<file path="src/verilog/uncb_pkg.sv">
// Package of constants and carrier types for the USB node configuration bank
package uncb_pkg;
	// =====================================================
	// Register numbers
	localparam logic [7:0] REG_IDENT = 8'h00;
	localparam logic [7:0] REG_SETUP = 8'h04;
	localparam logic [7:0] REG_NODE_NUM = 8'h05;
	localparam logic [7:0] REG_FREQ = 8'h51;
	localparam logic [7:0] REG_LINK = 8'h80;
	// =====================================================
	// Field positions
	localparam int SETUP_LOCK_BIT = 31;
	localparam int SETUP_HDR_BIT = 0;
	localparam int NODE_NUM_W = 16;
	localparam int FREQ_W = 7;
	localparam int LINK_ERR_BIT = 27;
	localparam int LINK_GRANTED_BIT = 26;
	localparam int LINK_HELD_BIT = 25;
	localparam int LINK_CREDIT_REQUEST_GREETING_TOKEN_BIT = 24;
	localparam int LINK_RXRST_BIT = 23;
	localparam int SYM_GAP_LSB = 11;
	localparam int GAP_W = 11;
	localparam int TOK_GAP_LSB = 0;
	localparam int ID_CHIP_LSB = 24;
	localparam int ID_REV_LSB = 8;
	localparam int ID_VER_LSB = 0;
	// =====================================================
	// Reset values and limits
	localparam logic [6:0] FREQ_RESET = 7'h19;
	localparam logic [6:0] FREQ_MIN = 7'h05;
	localparam logic [6:0] FREQ_MAX = 7'h64;
	localparam logic [10:0] GAP_RESET = 11'h001;
	// =====================================================
	// Carrier types
	typedef struct packed {
		logic valid; // Request strobe, one cycle
		logic write; // One for write, zero for read
		logic [7:0] number; // Register number
		logic [31:0] wdata; // Write data
	} uncb_req_t;
	typedef struct packed {
		logic valid; // Answer strobe, one cycle
		logic ack; // One ACK, zero NACK
		logic [31:0] rdata; // Read data
	} uncb_rsp_t;
	typedef struct packed {
		logic header_one_byte; // Header format select
		logic [10:0] sym_gap; // Symbol gap minus one
		logic [10:0] tok_gap; // Token gap minus one
	} uncb_cfg_t;
endpackage

</file>
<file path="src/verilog/uncb_resync.sv">
// Two-flop synchroniser for the async status inputs
`timescale 1ns/1ps
module uncb_resync #(
	parameter int WIDTH = 1
) (
	input wire logic core_clk,
	input wire logic resetn,
	input wire logic [WIDTH-1:0] async_in,
	output logic [WIDTH-1:0] sync_out
);
	// =====================================================
	// Elaboration check
	if (WIDTH < 1)
	begin : g_bad
		$error("uncb_resync WIDTH must be positive");
	end
	logic [WIDTH-1:0] meta_ff; // First stage, read only by second
	// Two-stage capture, clears under reset
	always_ff @(posedge core_clk or negedge resetn)
	begin
		if (!resetn)
		begin
			meta_ff <= '0;
			sync_out <= '0;
		end
		else
		begin
			meta_ff <= async_in;
			sync_out <= meta_ff;
		end
	end
endmodule // uncb_resync

</file>
<file path="src/verilog/uncb_bank.sv">
// USB node configuration register bank, top module
`timescale 1ns/1ps
module uncb_bank #(
	parameter logic [7:0] CHIP_CODE = 8'h5a, // Arbitrary value
	parameter logic [7:0] BLOCK_REV = 8'h11, // Arbitrary value
	parameter logic [7:0] BLOCK_VER = 8'h22 // Arbitrary value
) (
	input wire logic core_clk,
	input wire logic resetn,
	input wire uncb_pkg::uncb_req_t cfg_req,
	output uncb_pkg::uncb_rsp_t cfg_rsp,
	input wire logic link_rx_error,
	input wire logic link_credit_granted,
	input wire logic link_credit_held,
	output logic link_credit_request_greeting_token_pulse,
	output logic link_rx_reset_pulse,
	output uncb_pkg::uncb_cfg_t link_cfg
);
	// =====================================================
	// Elaboration checks
	// Frequency window must be a real range
	if (uncb_pkg::FREQ_MIN > uncb_pkg::FREQ_MAX)
	begin : g_bad_freq
		$error("uncb_bank frequency limits reversed");
	end
	// Symbol gap field must stay below the strobe bits
	if (uncb_pkg::SYM_GAP_LSB + uncb_pkg::GAP_W > uncb_pkg::LINK_RXRST_BIT)
	begin : g_bad_sym
		$error("uncb_bank symbol gap overlaps strobe bits");
	end
	// Token gap field must stay below the symbol gap field
	if (uncb_pkg::TOK_GAP_LSB + uncb_pkg::GAP_W > uncb_pkg::SYM_GAP_LSB)
	begin : g_bad_tok
		$error("uncb_bank token gap overlaps symbol gap");
	end
	// Frequency field must leave upper bits for the range check
	if (uncb_pkg::FREQ_W >= 32)
	begin : g_bad_fw
		$error("uncb_bank frequency field too wide");
	end
	// =====================================================
	// Reset release
	logic rst_meta_ff; // First reset stage, read only by the second
	logic rst_sync_n_ff; // Second reset stage, active low
	logic rst_sync_n; // Synchronised reset used by the whole bank
	logic [2:0] stat_sync; // Synchronised status: error, granted, held
	// Release waits two edges so no flop leaves reset on a runt edge
	always_ff @(posedge core_clk or negedge resetn)
	begin
		if (!resetn)
		begin
			rst_meta_ff <= 1'h0;
			rst_sync_n_ff <= 1'h0;
		end
		else
		begin
			rst_meta_ff <= 1'h1;
			rst_sync_n_ff <= rst_meta_ff;
		end
	end
	// Reset copy handed to every other process
	assign rst_sync_n = rst_sync_n_ff;
	// Status lines come from the link side, so two flops come first
	uncb_resync #(
		.WIDTH(3)
	) u_stat_sync (
		.core_clk(core_clk),
		.resetn(rst_sync_n),
		.async_in({link_rx_error, link_credit_granted, link_credit_held}),
		.sync_out(stat_sync)
	);
	// =====================================================
	// Register state
	logic lock_ff; // Update lock
	logic hdr_ff; // Header format
	logic [15:0] node_num_ff; // Compatibility node number
	logic [6:0] freq_ff; // Frequency in MHz
	logic [10:0] sym_gap_ff; // Symbol gap minus one
	logic [10:0] tok_gap_ff; // Token gap minus one
	logic credit_request_greeting_token_ff; // Greeting strobe
	logic rxrst_ff; // Receiver reset strobe
	uncb_pkg::uncb_rsp_t rsp_ff; // Answer register
	// =====================================================
	// Decode helpers
	// True when a request names the given register number
	function automatic logic reg_hit(input logic [7:0] number, input logic [7:0] code);
		reg_hit = (number == code);
	endfunction
	// Identity word, reserved byte left at zero
	function automatic logic [31:0] ident_word(
		input logic [7:0] chip,
		input logic [7:0] rev,
		input logic [7:0] ver
	);
		logic [31:0] word;
		word = 32'h0;
		word[uncb_pkg::ID_CHIP_LSB +: 8] = chip;
		word[uncb_pkg::ID_REV_LSB +: 8] = rev;
		word[uncb_pkg::ID_VER_LSB +: 8] = ver;
		return word;
	endfunction
	// Setup word, all reserved bits zero
	function automatic logic [31:0] setup_word(input logic lock, input logic hdr);
		logic [31:0] word;
		word = 32'h0;
		word[uncb_pkg::SETUP_LOCK_BIT] = lock;
		word[uncb_pkg::SETUP_HDR_BIT] = hdr;
		return word;
	endfunction
	// Link word from live status and gaps; strobe bits stay zero
	function automatic logic [31:0] link_word(
		input logic [2:0] stat,
		input logic [10:0] sym,
		input logic [10:0] tok
	);
		logic [31:0] word;
		word = 32'h0;
		word[uncb_pkg::LINK_ERR_BIT] = stat[2];
		word[uncb_pkg::LINK_GRANTED_BIT] = stat[1];
		word[uncb_pkg::LINK_HELD_BIT] = stat[0];
		word[uncb_pkg::SYM_GAP_LSB +: uncb_pkg::GAP_W] = sym;
		word[uncb_pkg::TOK_GAP_LSB +: uncb_pkg::GAP_W] = tok;
		return word;
	endfunction
	// =====================================================
	// Decode
	wire wr = cfg_req.valid && cfg_req.write; // Write request
	wire [31:0] wd = cfg_req.wdata; // Write data
	wire hit_ident = reg_hit(cfg_req.number, uncb_pkg::REG_IDENT);
	wire hit_setup = reg_hit(cfg_req.number, uncb_pkg::REG_SETUP);
	wire hit_node = reg_hit(cfg_req.number, uncb_pkg::REG_NODE_NUM);
	wire hit_freq = reg_hit(cfg_req.number, uncb_pkg::REG_FREQ);
	wire hit_link = reg_hit(cfg_req.number, uncb_pkg::REG_LINK);
	// Any of the five numbers; all others are refused
	wire mapped = hit_ident || hit_setup || hit_node || hit_freq || hit_link;
	wire [6:0] wfreq = wd[uncb_pkg::FREQ_W-1:0]; // Proposed frequency
	wire freq_ok = (wd[31:uncb_pkg::FREQ_W] == '0) && (wfreq >= uncb_pkg::FREQ_MIN)
		&& (wfreq <= uncb_pkg::FREQ_MAX);
	wire wr_setup = wr && hit_setup && !lock_ff;
	wire wr_link = wr && hit_link && !lock_ff;
	wire wr_node = wr && hit_node;
	wire wr_freq = wr && hit_freq && freq_ok;
	// NACK on unmapped or rejected frequency write
	wire ack = mapped && !(wr && hit_freq && !freq_ok);
	// =====================================================
	// Read data selection
	wire [31:0] rd_ident = ident_word(CHIP_CODE, BLOCK_REV, BLOCK_VER);
	wire [31:0] rd_setup = setup_word(lock_ff, hdr_ff);
	wire [31:0] rd_node = {16'h0, node_num_ff};
	wire [31:0] rd_freq = {25'h0, freq_ff};
	// Strobe bits read as zero, status is live after the synchroniser
	wire [31:0] rd_link = link_word(stat_sync, sym_gap_ff, tok_gap_ff);
	// Unmapped numbers read as zero
	wire [31:0] rd_sel = hit_ident ? rd_ident :
		hit_setup ? rd_setup :
		hit_node ? rd_node :
		hit_freq ? rd_freq :
		hit_link ? rd_link : 32'h0;
	// =====================================================
	// Setup register: lock is sticky until reset
	always_ff @(posedge core_clk or negedge rst_sync_n)
	begin
		if (!rst_sync_n)
		begin
			lock_ff <= 1'h0;
			hdr_ff <= 1'h0;
		end
		// Once locked, wr_setup stays low until reset
		else if (wr_setup)
		begin
			lock_ff <= wd[uncb_pkg::SETUP_LOCK_BIT];
			hdr_ff <= wd[uncb_pkg::SETUP_HDR_BIT];
		end
	end
	// Node number and frequency
	always_ff @(posedge core_clk or negedge rst_sync_n)
	begin
		if (!rst_sync_n)
		begin
			node_num_ff <= 16'h0;
			freq_ff <= uncb_pkg::FREQ_RESET;
		end
		else
		begin
			// Node number is never locked
			if (wr_node)
				node_num_ff <= wd[uncb_pkg::NODE_NUM_W-1:0];
			// Out-of-range values never reach the field
			if (wr_freq)
				freq_ff <= wfreq;
		end
	end
	// Link gaps and single-cycle strobes
	always_ff @(posedge core_clk or negedge rst_sync_n)
	begin
		if (!rst_sync_n)
		begin
			sym_gap_ff <= uncb_pkg::GAP_RESET;
			tok_gap_ff <= uncb_pkg::GAP_RESET;
			credit_request_greeting_token_ff <= 1'h0;
			rxrst_ff <= 1'h0;
		end
		else
		begin
			// Strobes follow each unlocked link write that sets their bit, for one cycle only
			credit_request_greeting_token_ff <= wr_link && wd[uncb_pkg::LINK_CREDIT_REQUEST_GREETING_TOKEN_BIT];
			rxrst_ff <= wr_link && wd[uncb_pkg::LINK_RXRST_BIT];
			if (wr_link)
			begin
				sym_gap_ff <= wd[uncb_pkg::SYM_GAP_LSB +: uncb_pkg::GAP_W];
				tok_gap_ff <= wd[uncb_pkg::TOK_GAP_LSB +: uncb_pkg::GAP_W];
			end
		end
	end
	// Answer register, one cycle after request
	always_ff @(posedge core_clk or negedge rst_sync_n)
	begin
		if (!rst_sync_n)
			rsp_ff <= '0;
		else
		begin
			// Every request gets one answer; writes return zero data
			rsp_ff.valid <= cfg_req.valid;
			rsp_ff.ack <= cfg_req.valid && ack;
			rsp_ff.rdata <= (cfg_req.valid && !cfg_req.write) ? rd_sel : 32'h0;
		end
	end
	// =====================================================
	// Outputs
	assign cfg_rsp = rsp_ff;
	assign link_credit_request_greeting_token_pulse = credit_request_greeting_token_ff;
	assign link_rx_reset_pulse = rxrst_ff;
	assign link_cfg = '{header_one_byte: hdr_ff, sym_gap: sym_gap_ff, tok_gap: tok_gap_ff};
endmodule // uncb_bank

</file>
<file path="config.mk">
export PLATFORM = sky130hd
export DESIGN_NAME = uncb_bank
export DESIGN_NICKNAME = d
export VERILOG_FILES = /design/src/verilog/uncb_pkg.sv /design/src/verilog/uncb_resync.sv /design/src/verilog/uncb_bank.sv
export SDC_FILE = /design/constraint.sdc
export NUM_CORES = 1
export LEC_CHECK = 0
export BUFFER_PORTS_ARGS = -buffer_cell sky130_fd_sc_hd__buf_4
export CORE_MARGIN = 8
export CORE_UTILIZATION = 50
export CTS_BUF_LIST = sky130_fd_sc_hd__clkbuf_4 sky130_fd_sc_hd__clkbuf_8
export DETAILED_ROUTE_END_ITERATION = 6
export HOLD_SLACK_MARGIN = 0.05
export PLACE_DENSITY_LB_ADDON = 0.3
export SLEW_MARGIN = 25
export SYNTH_ARGS = -nofsm -noshare
export SYNTH_HDL_FRONTEND = slang
export SYNTH_HIERARCHICAL = 1
export SYNTH_SLANG_ARGS = --single-unit
</file>
<file path="constraint.sdc">
create_clock -name core_clk -period 7.3 [get_ports core_clk]
set_clock_uncertainty 0.1 [all_clocks]
set_input_delay 1.095 -clock core_clk [delete_from_list [all_inputs] [get_ports core_clk]]
set_output_delay 1.095 -clock core_clk [all_outputs]
set_load 0.01 [all_outputs]
</file>
==> metrics.md, run 1 <==
| Metric | Value |
|---|---|
| RSZ-0062 raised after global routing | false |
| GRT overflow | 0 |
| Combinational Power Share | 7.3% |
| Total GRT Usage | 16.6% |
| Count of final hold-check violations | 0 |
| Outcome | finished clean |
| Launch point of the critical path | cfg_req[36] |
| Pwr Density | 188 mW/mm^2 |
| Setup bufs post-CTS | 0 |
| Switch Pwr | 0.000217 W |
| Cell Area, Synth | 0.00362 sq mm |
| Number of buffers created by CTS | 9 |
| Syn Inst Count | 276 |
| CP max stage cell | and4b_1 |
| Clk slew on worst S/H paths | 100 ps |
| Max Slew Vio Count | 0 |
| Reg power frac | 57.2% |
| Clock latency on the worst-skew pair | 360 ps |
| DRT Pass-1 Iters | 4 |
| Peak VDD IR | 0.000114 V |
| # port buffers | 101 |
| Wire length per cell | 17.6 microns |
| WP data required | 7440 ps |
| Hold_buf cts | 0 |
| Sw frac | 25.2% |
| DP Area | 0.00439 sq mm |
| Initial DRC count | 113 |
| Initial Utilization | 50.7% |
| Clock root cell | clkbuf_8 |
| Post-cts sizing count | 0 |
| P_int | 0.000645 W |
| Crit Reg-Reg Startpoint | lock_ff |
| Rows | 31 |
| Inst Count DP | 461 |
| # Max-Cap Violations | 0 |
| First-pass GRT wire length | 12800 microns |
| CP Cell Sequence | buf_4 -> nor4_4 -> and4b_1 -> nand2_2 -> mux2_4 |
| Post-synth cell types | 37 |
| Crit share post-route | 49.4% |
| Fin cells | 478 |
| # H-tree levels | 3 |
| Share of layout cells above drive strength 1 | 44.3% |
| Most frequent cells in the layout | 102 x buf_4, 80 x dfrtp_1, 27 x mux2_4, 25 x nor2_1, 16 x nand2_1 |
| Startpoint types | input pin |
| Total power draw | 0.000862 W |
| Worst-path fanout max | 27 |
| Remaining DRCs | 0 |
| Fin Hold WS | 143 ps |
| Most common cell after layout, fill and taps aside | buf_4 |
| Maximum root-to-sink buffer count | 2 |
| HPWL Detailed | 5980 microns |
| Fmax | 277 MHz |
| Die H | 101 microns |
| Avg Cell Area, Syn | 13.1 sq um |
| Initial antenna violation count | 0 |
| Die W | 101 microns |
| Leak | 2.40 nW |
| Clock Power Share | 35.5% |
| Worst slew margin relative to its limit | 32.5% |
| Syn. warnings | 6 |
| Arr. time, crit path | 3750 ps |
| CTS tree | built |
| Min-delay worst type | flip-flop to asynchronous set/reset pin |
| Register area share after synthesis | 59.7% |
| Vias per cell | 5.18 |
| Sum Neg Setup Slack | 0 ps |
| #FFs+latches synth | 86 |
| Fill count | 596 |
| Placer Congestion | 0.834 |
| Vias in the first global route | 2563 |
| Clock Sinks | 86 |
| Post-route ant nets | 0 |
| Setup crit end kind | flip-flop |
| Largest stage delay, worst path | 930 ps |
| Largest net degree at the start of global routing | 85 |
| Via Count | 2476 |
| Core area | 0.00714 sq mm |
| Fin nets | 421 |
| Final Cell Area | 0.00460 sq mm |
| Area grow syn2layout | 27.1% |
| Die ar. | 0.0102 sq mm |
| Ant. Diodes | 0 |
| Final Routed Wirelength | 8390 microns |
| CP Class | input pin to flip-flop |
| Tmin final | 3610 ps |
| IO Pins | 106 |
| Final setup viols | 0 |
| Least-Margin Pin Slew | 1010 ps |
-- flip-flops by register name (all words and copies together), names as in the netlist --
| register | count |
|---|---|
| cfg_rsp | 29 |
| hdr_ff | 1 |
| freq_ff | 7 |
| u_stat_sync/meta_ff | 3 |
| link_rx_reset_pulse | 1 |
| u_stat_sync/sync_out | 3 |
| link_credit_request_greeting_token_pulse | 1 |
| rst_meta_ff | 1 |
| sym_gap_ff | 11 |
| lock_ff | 1 |
| rst_sync_n | 1 |
| tok_gap_ff | 11 |
| node_num_ff | 16 |
-- power groups by stage --
stage	Sequential (W)	Clock (W)	Combinational, W
final	0.000493	0.000306	0.0000633
after floorplan	0.000506	0	0.0000192
after global placement	0.000508	0	0.0000545
after global routing	0.000495	0.000335	0.0000683
after CTS	0.000499	0.000313	0.0000562
after detailed placement	0.000508	0	0.0000561
-- through the flow --
| stage | util, % | setup slack [ps] |
|---|---|---|
| 2_1_floorplan | - | 4640 |
| 3_3_place_gp | 61.5 | 3380 |
| 3_5_place_dp | 61.5 | 3320 |
| 4_1_cts | 64.0 | 3740 |
| 5_1_grt | 64.4 | 3620 |
| 6_report | 64.4 | 3690 |
-- logic make-up after synthesis --
kind of cell           share of synthesized area, %
multiplexers                                   17.1
AND/OR/NAND/NOR                                13.0
flip-flops                                     59.7
other                                         0.208
AO/OA/AOI/OAI                                  6.06
buffers and inverters                          3.88
-- path summary, 6_finish.rpt --
kind                                                 to  slack, ps  cells past startpoint
min in group core_clk           u_stat_sync/sync_out[0]        250                      0
worst min-delay path                     node_num_ff[1]        140                      0
max in group asynchronous                 sym_gap_ff[0]       6320                      1
worst max register to register            tok_gap_ff[3]       5380                      3
worst max-delay path                      tok_gap_ff[3]       3690                      5
worst min register to register           node_num_ff[1]        140                      0
-- synth_stat cells --
cell	number	area [sq um]
dfrtp_1	81	2030
mux2_4	27	405
nor2_1	25	93.8
nand2_1	16	60.1
a21oi_1	15	75.1
and3_1	10	62.6
mux2_1	10	113
a22oi_1	9	67.6
mux2_2	9	101
buf_4	8	60.1
nor3_1	8	40.0
o21ai_0	7	35.0
clkbuf_1	6	22.5
nor4_1	6	37.5
dfstp_2	5	131
buf_6	4	45.0
nand3_1	4	20.0
and2_1	3	18.8
conb_1	2	7.51
inv_1	2	7.51
nor2b_1	2	12.5
nor4b_2	2	30.0
a21boi_0	1	7.51
a221oi_1	1	8.76
and4b_1	1	10.0
and4bb_1	1	12.5
buf_2	1	5.00
nand2_2	1	6.26
nand2b_1	1	6.26
nand4_1	1	6.26
nor2_4	1	11.3
nor4_2	1	12.5
nor4_4	1	21.3
o2111a_1	1	11.3
o21bai_1	1	7.51
o22ai_1	1	6.26
or4b_1	1	10.0
-- worst max-delay path, delay by kind of cell --
| family | cells | cell delay, ps |
|---|---|---|
| buffers and inverters | 1 | 140 |
| multiplexers | 1 | 500 |
| AND/OR/NAND/NOR | 3 | 2010 |
-- per-layer routing --
layer	vias to the layer above	global-route usage, %	routed length [microns]
met4	0	6.07	119
met5	-	0	0
met3	13	6.01	613
li1	1158	-	-
met2	90	27.0	4200
met1	1215	19.6	3460
-- layout make-up --
cell class	count	area (sq um)	share of cell area [%]
tap	99	124	2.69
sequential	86	2160	47.0
inverter	2	7.51	0.163
timing repair buffer	103	793	17.3
clock inverter	7	55.1	1.20
multi-input combinational	172	1330	29.0
clock buffer	9	124	2.69
(Power assumes the default switching activity.)
==> inputs of run 2 (changes only) <==
--- a/config.mk
+++ b/config.mk
@@ -5,6 +5,7 @@
 export SDC_FILE = /design/constraint.sdc
 export NUM_CORES = 1
 export LEC_CHECK = 0
+export ABC_AREA = 1
 export BUFFER_PORTS_ARGS = -buffer_cell sky130_fd_sc_hd__buf_4
 export CORE_MARGIN = 8
 export CORE_UTILIZATION = 50
==> constraint.sdc (replaced) <==
create_clock -name core_clk -period 3.7 [get_ports core_clk]
set_clock_uncertainty 0.1 [all_clocks]
set_input_delay 0.555 -clock core_clk [delete_from_list [all_inputs] [get_ports core_clk]]
set_output_delay 0.555 -clock core_clk [all_outputs]
set_load 0.01 [all_outputs]
==> run 2 against run 1 <==
Register-to-register slack lost 3200 ps. Cell count grew 28%. Sequential share of layout area shrank 1.5 points. Power grew 99%. Via count grew 20%. Largest power group unchanged. Flip-flop and latch count is the same. Routed wire length grew 7.4%. Synthesized cell count grew 47%. Count of clock-buffer cells in the layout grew 1. Die area grew 2.9%. Critical path depth grew 3.
==> metrics.md, run 2 <==
| Metric | Value |
|---|---|
| Setup bufs post-CTS | 0 (unchanged) |
| Post-synth EDFFs | 0 (unchanged) |
| Total power draw | 0.00172 W (+99%) |
| Final core utilization | 65.5% (+1.1 points) |
| Clock latency on the worst-skew pair | 340 ps (-20 ps) |
| Avg Cell Area, Syn | 9.23 sq um (-30%) |
| DP Area | 0.00452 sq mm (+3.1%) |
| Area of the multi-input gates | 0.00129 sq mm (-2.9%) |
| CTS tree | built |
| Syn Inst Count | 405 (+47%) |
| Post-synth cell types | 29 (-22%) |
| Fill count | 623 (+4.5%) |
| Top-count cell post-synth | nand2_1 |
| Wire length per cell | 14.8 microns (-16%) |
| Leak | 2.57 nW (+6.9%) |
| Core area | 0.00725 sq mm (+1.6%) |
| Startpoint types | input pin |
| Crit share post-route | 55.5% |
| Ys async rst share | 100% (unchanged) |
| Cell Area, Synth | 0.00374 sq mm (+3.4%) |
| Remaining DRCs | 0 (unchanged) |
| Die ar. | 0.0105 sq mm (+2.9%) |
| Die W | 102 microns (+1.4%) |
| Arr. time, crit path | 2180 ps (-1570 ps) |
| Synth area leaders | dfrtp_1 54%, nand2_1 9.8%, nor2_1 5.5% |
| Final setup viols | 0 (unchanged) |
| Placer Congestion | 0.827 (-0.85%) |
| Top cell type's share of synthesized area | 54.2% (-1.9 points) |
| Worst-path fanout max | 32 (+19%) |
| Fin nets | 554 (+32%) |
| # port buffers | 101 (unchanged) |
| Via Count | 2968 (+20%) |
| Max FFs per register | 29 (unchanged) |
| Min-delay worst type | input pin to flip-flop |
| Most common cell after layout, fill and taps aside | buf_4 |
| Setup crit end kind | flip-flop |
| Final Cell Area | 0.00475 sq mm (+3.4%) |
| Clock root cell | clkbuf_8 |
| Count of final hold-check violations | 0 (unchanged) |
| Total GRT Usage | 17.9% (+1.4 points) |
| Outcome | finished clean |
| First-pass GRT wire length | 14600 microns (+14%) |
| Launch point of the critical path | cfg_req[36] |
| Commonest cells post-synth | 98 x nand2_1, 81 x dfrtp_1, 55 x nor2_1 |
| Area grow syn2layout | 27.1% (about the same) |
| #FFs+latches synth | 86 (unchanged) |
| Share of layout cells above drive strength 1 | 33.6% (-11 points) |
| Syn. warnings | 6 (unchanged) |
| RSZ-0062 raised after global routing | false |
| Least-Margin Pin Slew | 751 ps (-261 ps) |
| Cell taking the most area after synthesis | dfrtp_1 |
| CP Cell Sequence | buf_4 -> nor2_1 -> nand3_1 -> nor2_1 -> nand3_1 -> buf_4 -> nand2_1 -> o21ai_2 |
| Ant. Diodes | 0 (unchanged) |
| FF-to-FF setup slack | 2170 ps (-3210 ps) |
| Largest net degree at the start of global routing | 85 (unchanged) |
| Peak VDD IR | 0.000337 V (+200%) |
| Worst slew margin relative to its limit | 49.8% (+17 points) |
| WP data required | 3830 ps (-3610 ps) |
| Largest stage delay, worst path | 590 ps (-340 ps) |
| Most frequent cells in the layout | 102 x buf_4, 98 x nand2_1, 80 x dfrtp_1, 55 x nor2_1, 40 x inv_1 |
| Max Slew Vio Count | 0 (unchanged) |
| Initial Utilization | 51.6% (+0.89 points) |
| Sum Neg Setup Slack | 0 ps (unchanged) |
| Vias in the first global route | 3158 (+23%) |
| GRT overflow | 0 (unchanged) |
| Initial antenna violation count | 0 (unchanged) |
| Main synth FF type | dfrtp_1 |
| CP max stage cell | nor2_1 |
| Hold_sp | link_credit_granted |
| DRT Pass-1 Iters | 5 (+1) |
| Clk slew on worst S/H paths | 80 ps (-20 ps) |
| IO Pins | 106 (unchanged) |
| Vias per cell | 4.86 (-6.2%) |
| Post-route ant nets | 0 (unchanged) |
| Final Routed Wirelength | 9010 microns (+7.4%) |
| Fmax | 487 MHz |
| # Max-Cap Violations | 0 (unchanged) |
| Register area | 0.00216 sq mm (unchanged) |
| Pwr Density | 362 mW/mm^2 (+93%) |
| Number of buffers created by CTS | 9 (unchanged) |
| Initial DRC count | 128 (+13%) |
| # H-tree levels | 3 (unchanged) |
| Rows | 31 (unchanged) |
| Crit Reg-Reg Startpoint | lock_ff |
| Maximum root-to-sink buffer count | 2 (unchanged) |
| Clock Sinks | 86 (unchanged) |
| Register area share after synthesis | 57.7% (-2.0 points) |
| CP Class | input pin to flip-flop |
| Tmin final | 2050 ps |
| Die H | 102 microns (+1.4%) |
| Fin Hold WS | 213 ps (+69.7 ps) |
| HPWL Detailed | 6660 microns (+11%) |
[run 2: cell count changes in the layout (fill, tap and decap cells not counted), sizes merged, moves of 4 or more]
cell   change
a21oi      +5
a22oi      -9
and3      -10
inv       +41
mux2      -46
nand2     +85
nand3     +12
nand4      +7
nor2      +34
nor3       -4
nor4       -8
o21ai     +34
[run 2: per-stage QoR]
stage                     setup WS, ps  std cells
final                             1650        611
after global routing              1550        611
after CTS                         1660        610
after detailed placement          1310        593
after global placement            1380        593
after floorplan                   1040        408
[run 2: metal layers]
metal / part of all wire, % / GRT usage (%) / routed length (microns)
met4: 1.0 / 5.64 / 93
met2: 50 / 30.8 / 4530
met3: 9.1 / 7.15 / 821
met5: 0 / 0 / 0
met1: 40 / 19.8 / 3570
[run 2: cell families (layout without fill, tap and decap cells)]
group                  after synthesis  count (layout)  synth area share (%)
AND/OR/NAND/NOR                    190             190                  22.7
flip-flops                          86              86                  57.7
AO/OA/AOI/OAI                       64              64                  11.4
buffers and inverters               63             167                  8.03
other                                2               5                 0.201
[run 2: critical path, delay by kind of cell]
family          cells  cell delay (ps)
simple gates        5             1160
buf+inv             2              400
compound gates      1               60
[run 2: worst paths after layout]
kind | cells after the start | to
worst min register to register | 0 | tok_gap_ff[4]
max in group asynchronous | 1 | sym_gap_ff[0]
worst min-delay path | 1 | u_stat_sync/meta_ff[1]
worst max-delay path | 8 | node_num_ff[7]
min in group asynchronous | 0 | tok_gap_ff[4]
worst max register to register | 4 | sym_gap_ff[8]
[run 2: repair_timing]
item | 4_1_cts | 5_1_grt
gates resized for setup | 0 | 0
hold endpoints to repair | 2 | 0
hold buffers | 1 | 0
[run 2: final cells by class]
type | count | share of cell area (%)
inverter | 47 | 3.77
tap | 99 | 2.61
multi-input combinational | 259 | 27.2
timing repair buffer | 104 | 16.7
sequential | 86 | 45.5
clock buffer | 10 | 2.90
clock inverter | 6 | 1.29
[run 2: where the power goes]
part	internal [W]	switching [W]	total [W]
combinational	0.0000482	0.0000609	0.000109
sequential	0.000950	0.0000130	0.000963
clock	0.000328	0.000319	0.000647
